--- src/chan_mask_pkg.sv ---
// Constants for the channel disable mask and accumulation tally block.
// Assumes a byte-wide register port decoded by the serial-link front end.
// Contract
// - A channel whose mask bit is one is left out of conversion.
// - Mask applies to round-robin and single-shot sampling alike.
// - Auto-increment pointer skips disabled channel addresses unless no-skip is set; with all four masked it skips at most four and can land on a disabled one.
// - Mask bit 3 is channel 1, bit 0 is channel 4.
// - Sampling mode field in control bits 15:12 selects burst and fast.
// - Mask resets by fitted channel count: 0000, 0001, 0011, 0111.
// - Control bits 3:0 always read as zero.
// - 32-bit tally counts each power result summed; zero at power-on.
// - Refresh latches tally and clears accumulation; readable after 1 ms.
package chan_mask_pkg;
  localparam logic [7:0] OFF_REFRESH = 8'h00;
  localparam logic [7:0] OFF_CTRL = 8'h01;
  localparam logic [7:0] OFF_TALLY = 8'h02;
  localparam logic [7:0] OFF_CH_FIRST = 8'h03; // First per-channel result address
  localparam logic [7:0] OFF_CH_LAST = 8'h1A; // Last per-channel result address
  localparam int MODE_LSB = 12;
  localparam int ALERT2_LSB = 10;
  localparam int ALERT1_LSB = 8;
  localparam int MASK_LSB = 4;
  localparam logic [15:0] CTRL_RESET_BASE = 16'h0700;
  localparam logic [3:0] MODE_SINGLE = 4'h8;
  localparam logic [3:0] MODE_SINGLE8 = 4'h9;
  localparam logic [3:0] MODE_FAST = 4'hA;
  localparam logic [3:0] MODE_BURST = 4'hB;
  localparam logic [3:0] MODE_SLEEP = 4'hF;
  localparam int REFRESH_SETTLE_NS = 1000000;
  localparam int CLK_PERIOD_NS = 10;
  localparam int REFRESH_SETTLE_CYC = REFRESH_SETTLE_NS / CLK_PERIOD_NS;
  localparam int NCHAN = 4;
  typedef enum logic [2:0] {
    ST_IDLE = 3'b001,
    ST_SETTLE = 3'b010,
    ST_READY = 3'b100
  } refresh_state_t;
endpackage

--- src/tally_store.sv ---
`timescale 1ns/1ps
// Small memory holding four tally snapshot bytes, registered read data.
// Assumes writes and reads on the common mclk.
module tally_store (
  // Clock and reset
  input wire logic mclk,
  input wire logic arst_n,
  // Write side
  input wire logic wr_en,
  input wire logic [31:0] wr_word,
  // Read side
  input wire logic [1:0] rd_idx,
  output logic [7:0] rd_byte
);
  logic [7:0] mem_q [4];
  logic [7:0] rd_q;

  // Whole snapshot is written at once so all bytes stay coherent
  always_ff @(posedge mclk or negedge arst_n) begin
    if (!arst_n) begin
      for (int i = 0; i < 4; i++) begin
        mem_q[i] <= 8'h00;
      end
      rd_q <= 8'h00;
    end else begin
      if (wr_en) begin
        for (int i = 0; i < 4; i++) begin
          mem_q[i] <= wr_word[8*i +: 8];
        end
      end
      rd_q <= mem_q[rd_idx];
    end
  end

  assign rd_byte = rd_q;
endmodule

--- src/chan_mask_regs.sv ---
`timescale 1ns/1ps
// Control register, channel mask and accumulation tally for the power monitor.
// Assumes the serial-link front end delivers decoded byte writes, reads and
// pointer steps, all synchronous to mclk.
module chan_mask_regs
  import chan_mask_pkg::*;
#(
  parameter logic [3:0] FITTED_MASK = 4'h0, // Reset mask for the fitted channel count
  parameter int SETTLE_CYC = REFRESH_SETTLE_CYC
) (
  // Clock and reset
  input wire logic mclk,
  input wire logic arst_n,
  // Register byte port from the serial link
  input wire logic wr_stb,
  input wire logic rd_stb,
  input wire logic [7:0] addr,
  input wire logic [1:0] byte_sel,
  input wire logic [7:0] wdata,
  output logic [7:0] rdata,
  // Auto-increment pointer step
  input wire logic ptr_step,
  input wire logic no_skip,
  output logic [7:0] ptr_next,
  // Converter side
  input wire logic power_summed,
  output logic [3:0] chan_active,
  output logic [3:0] sample_mode,
  output logic fast_sel,
  output logic acc_clear,
  output logic data_ready
);
  logic [15:0] ctrl_q, ctrl_d;
  logic [31:0] tally_q, tally_d;
  logic [7:0] rdata_q, rdata_d;
  logic tally_rd_q, tally_rd_d;
  logic [7:0] ptr_q, ptr_d;
  logic [3:0] act_q, act_d;
  logic [3:0] mode_q, mode_d;
  logic fast_q, fast_d;
  logic clr_q, clr_d;
  logic rdy_q, rdy_d;
  logic [19:0] cnt_q, cnt_d;
  refresh_state_t st_q, st_d;
  logic [7:0] snap_byte;
  logic refresh_hit;

  assign refresh_hit = wr_stb && addr == OFF_REFRESH;

  tally_store u_store (
    .mclk(mclk),
    .arst_n(arst_n),
    .wr_en(refresh_hit),
    .wr_word(tally_q),
    .rd_idx(byte_sel),
    .rd_byte(snap_byte)
  );

  // Channel index of a result address, 0 for channel 1
  function automatic logic [1:0] chan_of(input logic [7:0] a);
    logic [7:0] rel;
    rel = a - OFF_CH_FIRST;
    chan_of = rel[1:0];
  endfunction

  // Mask bit 3 is channel 1, so mask index is reversed
  function automatic logic chan_off(input logic [15:0] c, input logic [1:0] ch);
    chan_off = c[MASK_LSB + 3 - int'(ch)];
  endfunction

  // Register writes, tally counting and read mux
  always_comb begin
    ctrl_d = ctrl_q;
    tally_d = tally_q;
    rdata_d = rdata_q;
    if (wr_stb && addr == OFF_CTRL) begin
      if (byte_sel == 2'd1) begin
        ctrl_d[15:8] = wdata;
      end else if (byte_sel == 2'd0) begin
        ctrl_d[7:0] = {wdata[7:4], 4'h0};
      end
    end
    // Refresh restarts counting, a result in the same cycle counts as one
    if (refresh_hit) begin
      tally_d = {31'h0, power_summed};
    end else if (power_summed) begin
      tally_d = tally_q + 32'h1;
    end else if (wr_stb && addr == OFF_TALLY) begin
      tally_d[8*byte_sel +: 8] = wdata;
    end
    if (rd_stb) begin
      case (addr)
        OFF_CTRL: rdata_d = byte_sel[0] ? ctrl_q[15:8] : {ctrl_q[7:4], 4'h0};
        default: rdata_d = 8'h00;
      endcase
    end
    // Snapshot byte lands two cycles after the request and stands until the next read
    tally_rd_d = rd_stb && addr == OFF_TALLY;
    if (tally_rd_q) begin
      rdata_d = snap_byte;
    end
  end

  // Pointer skips up to four addresses of disabled channels in the result block
  always_comb begin
    ptr_d = ptr_q;
    if (wr_stb && addr != OFF_REFRESH) begin
      ptr_d = addr;
    end else if (ptr_step) begin
      ptr_d = ptr_q + 8'h01;
      for (int k = 0; k < NCHAN; k++) begin
        if (!no_skip && ptr_d >= OFF_CH_FIRST && ptr_d <= OFF_CH_LAST
            && chan_off(ctrl_q, chan_of(ptr_d))) begin
          ptr_d = ptr_d + 8'h01;
        end
      end
    end
  end

  // Converter-facing decode of mask and mode
  always_comb begin
    mode_d = ctrl_q[MODE_LSB +: 4];
    fast_d = mode_d == MODE_FAST || mode_d == MODE_BURST;
    act_d = 4'h0;
    if (mode_d != MODE_SLEEP) begin
      // Same mask in continuous and single-shot modes
      for (int c = 0; c < NCHAN; c++) begin
        act_d[c] = !ctrl_q[MASK_LSB + 3 - c];
      end
    end
  end

  // Refresh settle sequencer
  always_comb begin
    st_d = st_q;
    cnt_d = cnt_q;
    clr_d = refresh_hit;
    rdy_d = rdy_q;
    case (st_q)
      ST_IDLE, ST_READY: begin
        if (refresh_hit) begin
          st_d = ST_SETTLE;
          cnt_d = 20'(SETTLE_CYC - 1);
          rdy_d = 1'b0;
        end
      end
      ST_SETTLE: begin
        if (refresh_hit) begin
          cnt_d = 20'(SETTLE_CYC - 1);
        end else if (cnt_q == 20'h0) begin
          st_d = ST_READY;
          rdy_d = 1'b1;
        end else begin
          cnt_d = cnt_q - 20'h1;
        end
      end
      default: st_d = ST_IDLE;
    endcase
  end

  // State registers
  always_ff @(posedge mclk or negedge arst_n) begin
    if (!arst_n) begin
      ctrl_q <= CTRL_RESET_BASE | {8'h00, FITTED_MASK, 4'h0};
      tally_q <= 32'h0;
      rdata_q <= 8'h00;
      tally_rd_q <= 1'b0;
      ptr_q <= 8'h00;
      act_q <= 4'h0;
      mode_q <= 4'h0;
      fast_q <= 1'b0;
      clr_q <= 1'b0;
      rdy_q <= 1'b0;
      cnt_q <= 20'h0;
      st_q <= ST_IDLE;
    end else begin
      ctrl_q <= ctrl_d;
      tally_q <= tally_d;
      rdata_q <= rdata_d;
      tally_rd_q <= tally_rd_d;
      ptr_q <= ptr_d;
      act_q <= act_d;
      mode_q <= mode_d;
      fast_q <= fast_d;
      clr_q <= clr_d;
      rdy_q <= rdy_d;
      cnt_q <= cnt_d;
      st_q <= st_d;
    end
  end

  // Outputs straight from flops; tally reads show the refresh snapshot
  assign rdata = rdata_q;
  assign ptr_next = ptr_q;
  assign chan_active = act_q;
  assign sample_mode = mode_q;
  assign fast_sel = fast_q;
  assign acc_clear = clr_q;
  assign data_ready = rdy_q;

  // Checks
  AST_MASK_EXCLUDE: assert property (@(posedge mclk) disable iff (!arst_n)
    ctrl_q[MASK_LSB + 3] && mode_d != MODE_SLEEP |=> !chan_active[0])
    else $error("disabled channel 1 still active");
  AST_MASK_ORDER: assert property (@(posedge mclk) disable iff (!arst_n)
    ctrl_q[7:4] == 4'b0100 && mode_d != MODE_SLEEP |=> chan_active == 4'b1101)
    else $error("mask bit order wrong");
  // Active bits run channel 1 first, mask bits channel 1 last
  AST_SINGLE_MASK: assert property (@(posedge mclk) disable iff (!arst_n)
    mode_d == MODE_SINGLE |=> chan_active == ~{$past(ctrl_q[4]), $past(ctrl_q[5]),
    $past(ctrl_q[6]), $past(ctrl_q[7])})
    else $error("single shot ignores mask");
  AST_LOW_ZERO: assert property (@(posedge mclk) disable iff (!arst_n)
    ctrl_q[3:0] == 4'h0)
    else $error("control low nibble not zero");
  AST_TALLY_INC: assert property (@(posedge mclk) disable iff (!arst_n)
    power_summed && !refresh_hit |=> tally_q == $past(tally_q) + 32'h1)
    else $error("tally did not count");
  // A second refresh right behind the first may keep the clear high
  AST_REFRESH_CLR: assert property (@(posedge mclk) disable iff (!arst_n)
    refresh_hit |=> acc_clear ##1 (!acc_clear || $past(refresh_hit)))
    else $error("refresh clear pulse wrong");
  AST_FAST_MODE: assert property (@(posedge mclk) disable iff (!arst_n)
    ctrl_q[15:12] == MODE_BURST |=> fast_sel)
    else $error("burst not flagged fast");
  AST_SKIP: assert property (@(posedge mclk) disable iff (!arst_n)
    ptr_step && !wr_stb && !no_skip |=> ptr_next < OFF_CH_FIRST || ptr_next > OFF_CH_LAST
    || !chan_off($past(ctrl_q), chan_of(ptr_next)))
    else $error("pointer landed on disabled channel");
  AST_NOSKIP: assert property (@(posedge mclk) disable iff (!arst_n)
    ptr_step && !wr_stb && no_skip |=> ptr_next == $past(ptr_next) + 8'h01)
    else $error("pointer skipped with no-skip set");
endmodule

--- config.mk ---
export PLATFORM = sky130hd
export DESIGN_NAME = chan_mask_regs
export DESIGN_NICKNAME = d
export VERILOG_FILES = /design/src/chan_mask_pkg.sv /design/src/tally_store.sv /design/src/chan_mask_regs.sv
export SDC_FILE = /design/constraint.sdc
export NUM_CORES = 1
export LEC_CHECK = 0
export ABC_AREA = 1
export BUFFER_PORTS_ARGS = -buffer_cell sky130_fd_sc_hd__buf_2
export CAP_MARGIN = 10
export CORE_ASPECT_RATIO = 2
export CORE_MARGIN = 8
export CORE_UTILIZATION = 45
export CTS_CLUSTER_DIAMETER = 50
export DETAILED_ROUTE_END_ITERATION = 16
export PLACE_DENSITY = 0.63
export SLEW_MARGIN = 20
export SYNTH_ARGS = -nofsm -noshare
export SYNTH_HDL_FRONTEND = slang
export SYNTH_SLANG_ARGS = --single-unit
export TNS_END_PERCENT = 50
--- constraint.sdc ---
create_clock -name mclk -period 7.3 [get_ports mclk]
set_clock_uncertainty 0.05 [all_clocks]
set_input_delay 0.73 -clock mclk [delete_from_list [all_inputs] [get_ports mclk]]
set_output_delay 0.73 -clock mclk [all_outputs]
set_load 0.005 [all_outputs]
; ---- After elaboration in Yosys (flattened, before gate mapping)
; Cells that the tools add are included.
[word_totals]
register_bits = 135
[op_classes]
reduce_logical = 37
bitwise = 2
mux = 48
n_addsub = 16
n_shift = 2
magnitude_cmp = 13
n_eq_ne = 13
[ops]
columns = operator, n
row1 = 8-bit 2-to-1 mux, 18
row2 = 32-bit 2-to-1 mux, 3
row3 = 20-bit 2-to-1 mux, 3
row4 = "8-bit by 1-bit adder with 8-bit output, second input constant", 5
row5 = 20-bit case mux with 2 select lines, 1
row6 = 5-bit negation with 34-bit output, 1
row7 = "8-bit by 34-bit variable shift with 32-bit output, first input constant", 1
row8 = 8-bit by 34-bit variable part select with 32-bit output, 1
row9 = "32-bit by 1-bit adder with 32-bit output, second input constant", 1
row10 = 32-bit bitwise mux, 1
row11 = "8-bit by 2-bit >= comparator with 1-bit output, second input constant", 4
row12 = "8-bit by 5-bit <= comparator with 1-bit output, second input constant", 4
row13 = "4-bit by 6-bit < comparator with 1-bit output, second input constant", 4
row14 = 20-bit logical NOT, 1
row15 = "20-bit by 1-bit subtractor with 20-bit output, second input constant", 1
row16 = 1-bit logical AND, 17
row17 = 1-bit binary-select mux with 4-bit select, 4
row18 = 8-bit binary-select mux with 2-bit select, 1
row19 = "3-bit by 2-bit subtractor with 4-bit output, first input constant", 4
row20 = 1-bit 2-to-1 mux, 11
row21 = 3-bit 2-to-1 mux, 3
row22 = 3-bit AND reduction, 3
row23 = "4-bit equality test, second input constant", 2
row24 = "8-bit by 1-bit equality test with 1-bit output, second input constant", 1
row25 = 25 further kinds, 36

; ---- Longest topological paths before layout
[logic_depth]
ltp_word = 37
depth_mapped = 43
ltp_nobuf = 42

; ---- Cells and area by module
; From an unflattened synthesis, not the netlist that was laid out.
[hier_totals]
hier_cells = 1126
area_unflattened_um2 = 8286.7
[modules_own_cells]
columns = mod, n_inst, cells_each, area_each_um2
row1 = chan_mask_regs, 1, 921, 6507.5
row2 = tally_store, 1, 205, 1779.2

; ---- Worst setup path after synthesis
; Ideal clock, no wire load.
[synth_path]
kind = reg2reg
startpoint = register ptr_q[0], in the netlist ptr_next[0]
endpoint = register ptr_q[2], in the netlist ptr_next[2]
setup_slack_ns = 2.142
t_arrival_ns = 4.991
period_less_slack_ns = 5.158
stages_incl_launch_ff = 38
required_time_ns = 7.133
path_cell_list = dfrtp_1 > buf_4 > inv_4 > ha_1 > nor2_1 > nand2_1 > nand3b_1 > nor2_2 > nand2_4 > nor2_8 > nand3_4 > nand2_4 > inv_1 > ha_1 > inv_1 > nand3_1 > nand2_1 > nor2_4 > [2 not listed] > ha_1 > nor2_1 > a21oi_1 > nand3_1 > nand4_4 > nor2_8 > nand2_1 > and2_1 > ha_1 > inv_1 > nand3_2 > inv_1 > nor2_1 > nand2_1 > nand2_1 > nand2_1 > nand2_1 > nand2_1
[synth_between]
elab_chain_cells = 37
elab_cells_between_ends = 57
cone_classes = add/sub: 13 / order compare: 8 / mux: 24 / reduce/logical: 12
[synth_lines]
columns = item, line_no
row1 = start: declaration, chan_mask_regs.sv:37  ; logic [7:0] ptr_q, ptr_d;
row2 = start signal: assignment, chan_mask_regs.sv:181  ; ptr_q <= ptr_d;
row3 = 8-bit by 1-bit adder with 8-bit output (*), chan_mask_regs.sv:110  ; ptr_d = ptr_q + 8'h01;
row4 = 2-bit subtractor, chan_mask_regs.sv:62  ; rel = a - OFF_CH_FIRST;
row5 = 3-bit by 2-bit subtractor with 4-bit output, chan_mask_regs.sv:68  ; chan_off = c[MASK_LSB + 3 - int'(ch)];
row6 = 1-bit binary-select mux with 4-bit select, chan_mask_regs.sv:68
row7 = 1-bit 2-to-1 mux (implied by the code) (2 in a row), chan_mask_regs.sv:68
row8 = 1-bit logical AND, chan_mask_regs.sv:113  ; && chan_off(ctrl_q, chan_of(ptr_d))) begin
row9 = 8-bit 2-to-1 mux (*), chan_mask_regs.sv:112  ; if (!no_skip && ptr_d >= OFF_CH_FIRST && ptr_d <= OFF_CH_LAST
row10 = 8-bit 2-to-1 mux (*), chan_mask_regs.sv:109  ; end else if (ptr_step) begin
row11 = [19 not listed], --
row12 = 2-bit subtractor, chan_mask_regs.sv:62
row13 = 3-bit by 2-bit subtractor with 4-bit output, chan_mask_regs.sv:68
row14 = 1-bit binary-select mux with 4-bit select, chan_mask_regs.sv:68
row15 = 1-bit 2-to-1 mux (implied by the code) (2 in a row), chan_mask_regs.sv:68
row16 = 1-bit logical AND, chan_mask_regs.sv:113
row17 = 8-bit 2-to-1 mux (*), chan_mask_regs.sv:112
row18 = 8-bit 2-to-1 mux (*), chan_mask_regs.sv:109
row19 = 8-bit 2-to-1 mux (*), chan_mask_regs.sv:107  ; if (wr_stb && addr != OFF_REFRESH) begin
; Mark *: on every way between the ends. The rest lies on a longest branch, timed or not. The select of a mux whose other input is x is not followed.
; A chain may end at the register's enable or synchronous reset.

; ---- Final worst setup path
[layout_path]
startpoint = register ptr_q[0], in the netlist ptr_next[0]
endpoint = register ptr_q[4], in the netlist ptr_next[4]
; Same word-level chain as after synthesis.

==> results by group <==
Worst setup path
  – Worst Path Arrival: between 6 and 7 ns
  – Maximum net fanout on the critical path: 10
  – Worst stage delay on the critical path: roughly 0.62 ns
  – Reg-to-reg critical path startpoint: ptr_next[0]$_DFFE_PN0P_
  – CP Class: flop to flop
  – Number of cells on the worst reg-to-reg path: 37
  – Crit path launch type: flop
  – Crit. End Element: flop
  – Required time reported for the critical path endpoint: 7.55 ns
  – Crit path max-delay cell type: sky130_fd_sc_hd__dfrtp_1
  – Reg2reg setup slack: ~1.5 ns
  – Cell repeated most along the worst path: sky130_fd_sc_hd__nand2_1
  – Worst r2r dst: ptr_next[4]$_DFFE_PN0P_

Synthesis
  – YS warnings: 0
  – Sequential fraction of the synthesis area: 41.08%
  – Yosys reg bits: roughly 140
  – Primary flip-flop cell chosen by synthesis mapping: sky130_fd_sc_hd__dfrtp_1
  – Number of distinct library cells after synthesis: 51
  – Netlist area before placement: around 0.008 mm^2
  – Portion of synthesized cell area occupied by the leading cell type: between 30% and 40%
  – Top cells by area in the synthesized netlist: sky130_fd_sc_hd__dfrtp_1, sky130_fd_sc_hd__nand2_1, sky130_fd_sc_hd__o21ai_0, sky130_fd_sc_hd__inv_1, sky130_fd_sc_hd__nor2_1
  – Number of nets produced by synthesis: around 1,100
  – Count of flip-flops with a built-in enable after synthesis: 0
  – Count of mapped cells out of synthesis: between 1,000 and 1,500
  – Fraction of registers with async set/reset: 100.0%
  – Leading post-synthesis cells by instance count: sky130_fd_sc_hd__nand2_1, sky130_fd_sc_hd__inv_1, sky130_fd_sc_hd__dfrtp_1, sky130_fd_sc_hd__o21ai_0, sky130_fd_sc_hd__nor2_1
  – Largest area contributor in the synthesized netlist: sky130_fd_sc_hd__dfrtp_1
  – Most common cell in the synthesized netlist: sky130_fd_sc_hd__nand2_1
  – Mean post-synth cell area: around 7.5 um^2

Die
  – Std-Cell Core Area: ~0.018 mm^2
  – Die boundary height: just over 200 um
  – Area of the die: 0.02315 mm^2
  – Overall die width: about 110 um
  – Ports placed on the boundary: 52
  – Starting density of the core: 45.43%
  – Floorplan row count: 70

Drt
  – Number of iterations in the first detailed-routing pass: 5
  – Average detailed-routed wire length per instance: roughly 18 um
  – Overall via count from detail_route: 7,694
  – Aggregate routed wire length: about 25,000 um
  – Post-route DRC violation count: 0
  – DR vias/cell: 5.596
  – Detailed router's first-iteration violation count: 465
  – Number of routed nets with antenna violations: 0

Hold path
  – Hold Path Class: input pin to asynchronous set/reset pin

Finish
  – Area growth from synthesis to final layout: 13.06%
  – Antenna diode count: 0
  – Fill count: ~1,800
  – Final net count: approximately 1,200
  – Fraction of final layout cells with drive strength greater than 1: about 13%

Timing
  – Number of failing setup endpoints in the final timing report: 0
  – Max-slew headroom: a little under a third
  – Min cycle time layout: 5.823 ns
  – Slew Viols, Final: 0
  – Fin crit share: between 70% and 80%
  – Actual transition at the worst max-transition pin: 1.028 ns
  – Worst hold slack: 0.2461 ns
  – Sum of negative setup slack: 0 ns
  – Unrepaired setup endpoints after global routing: false
  – Maximum clock frequency: about 170 MHz
  – Final hold viol count: 0

Power
  – Power per Cell Area: roughly 260 mW/mm^2
  – Net switching power figure: 803.9 uW
  – Share of total power in the clock network: 38.1%
  – Switching Fraction: 33.69%
  – Overall power consumption: 2386 uW
  – Maximum ir drop on the vdd rail: 164.0 uV
  – Comb pwr share: a little over a quarter
  – Internal cell power: roughly 1600 uW
  – Power share of the sequential group: about a third
  – Leak: around 0.0043 uW

Global route
  – Overall Global Routing Usage: between 20 and 25%
  – Number of global-route vias before repair: around 7,900
  – First-pass GRT wire length: 40,440 um
  – Initial antenna violation count: 0
  – Maximum number of pins on one net before global-route repair: a little over 70
  – Sum of overflow across all layers after global routing: 0

Outcome
  – Outcome: finished clean

CTS
  – Clock root buffer: sky130_fd_sc_hd__clkbuf_16
  – Latest clock arrival within the worst-skew pair: 0.42 ns
  – Clock-pin transition on the worst setup and hold timing paths: approximately 0.060 ns
  – Depth of the CTS H-tree: 4
  – Cts-stage hold buffer count: 0
  – Total CTS buffers: 17
  – Clock tree sinks: roughly 140
  – Clock tree from TritonCTS: built
  – Post-CTS sizing: 0
  – Number of post-CTS setup repair buffers: 0
  – Number of buffers on the longest clock path: 2

Job
  – Number of max-capacitance violations reported: 0

Placed design
  – DPL Wire Length: 19,280 um
  – Placer congestion estimate: 0.9648
  – IO buf count: 51
## sequential cells by signal, summed over array words and instances (netlist names)
signal           flops
tally_q             32
ctrl_q              12
ptr_next             8
data_ready           1
fast_sel             1
sample_mode          4
u_store.rd_byte      8
st_q                 3
chan_active          4
rdata                8
tally_rd_q           1
acc_clear            1
u_store.mem_q       32
cnt_q               20
## power groups by stage
| stage | clock network (uW) | logic (uW) | registers (uW) |
|---|---|---|---|
| after floorplan | 0 | 478 | 838 |
| after global placement | 0 | 633 | 852 |
| after detailed placement | 0 | 633 | 854 |
| after CTS | 926 | 637 | 841 |
| after global routing | 956 | 716 | 847 |
| final | 908 | 636 | 841 |
## per-stage QoR
| step | util [%] | area, um^2 | setup WS, ns | std cells |
|---|---|---|---|---|
| 2_1_floorplan | - | 8237 | 2.142 | 1099 |
| 3_3_place_gp | 47.94 | 8692 | 1.646 | 1343 |
| 3_5_place_dp | 47.94 | 8692 | 1.532 | 1343 |
| 4_1_cts | 51.37 | 9313 | 1.510 | 1375 |
| 5_1_grt | 51.37 | 9313 | 0.9414 | 1375 |
| 6_report | 51.37 | 9313 | 1.477 | 1375 |
## routing by layer
metal,GRT usage (%),vias up,wire (um)
met3,3.351,86,764
met2,42.29,201,13960
li1,-,3753,-
met1,20.78,3654,8604
met5,0,-,0
met4,16.48,0,1667
## cell families (layout without fill, tap and decap cells)
family	count (synthesis)	in the layout	share of synthesized area, %
AO/OA/AOI/OAI	245	245	16.82
XOR/XNOR	13	13	1.382
adder cells (fa/ha/maj)	15	15	2.279
buffers and inverters	177	237	8.203
flip-flops	135	135	41.08
AND/OR/NAND/NOR	514	514	30.24
## critical path, delay by kind of cell, from the launching register on
family / cells / cell delay (ns)
adder cells (fa/ha/maj): 4 / 1.45
flip-flops: 1 / 0.62
AO/OA/AOI/OAI: 1 / 0.05
buffers and inverters: 5 / 0.37
AND/OR/NAND/NOR: 27 / 3.17
## cell type report
| cell class | count | area (um^2) | share of cell area [%] |
|---|---|---|---|
| clock inverter | 7 | 145.1 | 1.559 |
| tap | 216 | 270.3 | 2.902 |
| clock buffer | 25 | 475.5 | 5.105 |
| inverter | 149 | 561.8 | 6.033 |
| multi-input combinational | 787 | 4178 | 44.86 |
| sequential | 135 | 3383 | 36.33 |
| timing repair buffer | 56 | 299.0 | 3.211 |
## layout by cell type (no fill, tap or decap), types with 17 or more instances in the layout
master,n
sky130_fd_sc_hd__nand2_2,17
sky130_fd_sc_hd__nor3_1,30
sky130_fd_sc_hd__clkbuf_16,17
sky130_fd_sc_hd__nand3_1,69
sky130_fd_sc_hd__a21oi_1,47
sky130_fd_sc_hd__inv_1,142
sky130_fd_sc_hd__nand4_1,19
sky130_fd_sc_hd__nor2_1,113
sky130_fd_sc_hd__o21ai_0,122
sky130_fd_sc_hd__nand2_1,208
sky130_fd_sc_hd__buf_2,50
sky130_fd_sc_hd__dfrtp_1,131
## worst max path at each step
stage	cells after the start	to	from	slack [ns]
2_1_floorplan	37	ptr_next[2]$_DFFE_PN0P_	ptr_next[0]$_DFFE_PN0P_	2.14
3_3_place_gp	37	ptr_next[4]$_DFFE_PN0P_	ptr_next[0]$_DFFE_PN0P_	1.65
3_5_place_dp	37	ptr_next[4]$_DFFE_PN0P_	ptr_next[0]$_DFFE_PN0P_	1.53
4_1_cts	37	ptr_next[4]$_DFFE_PN0P_	ptr_next[0]$_DFFE_PN0P_	1.51
5_1_grt	35	ptr_next[4]$_DFFE_PN0P_	ptr_next[0]$_DFFE_PN0P_	0.94
6_report	37	ptr_next[4]$_DFFE_PN0P_	ptr_next[0]$_DFFE_PN0P_	1.48
Power figures use the tool's default switching activity.
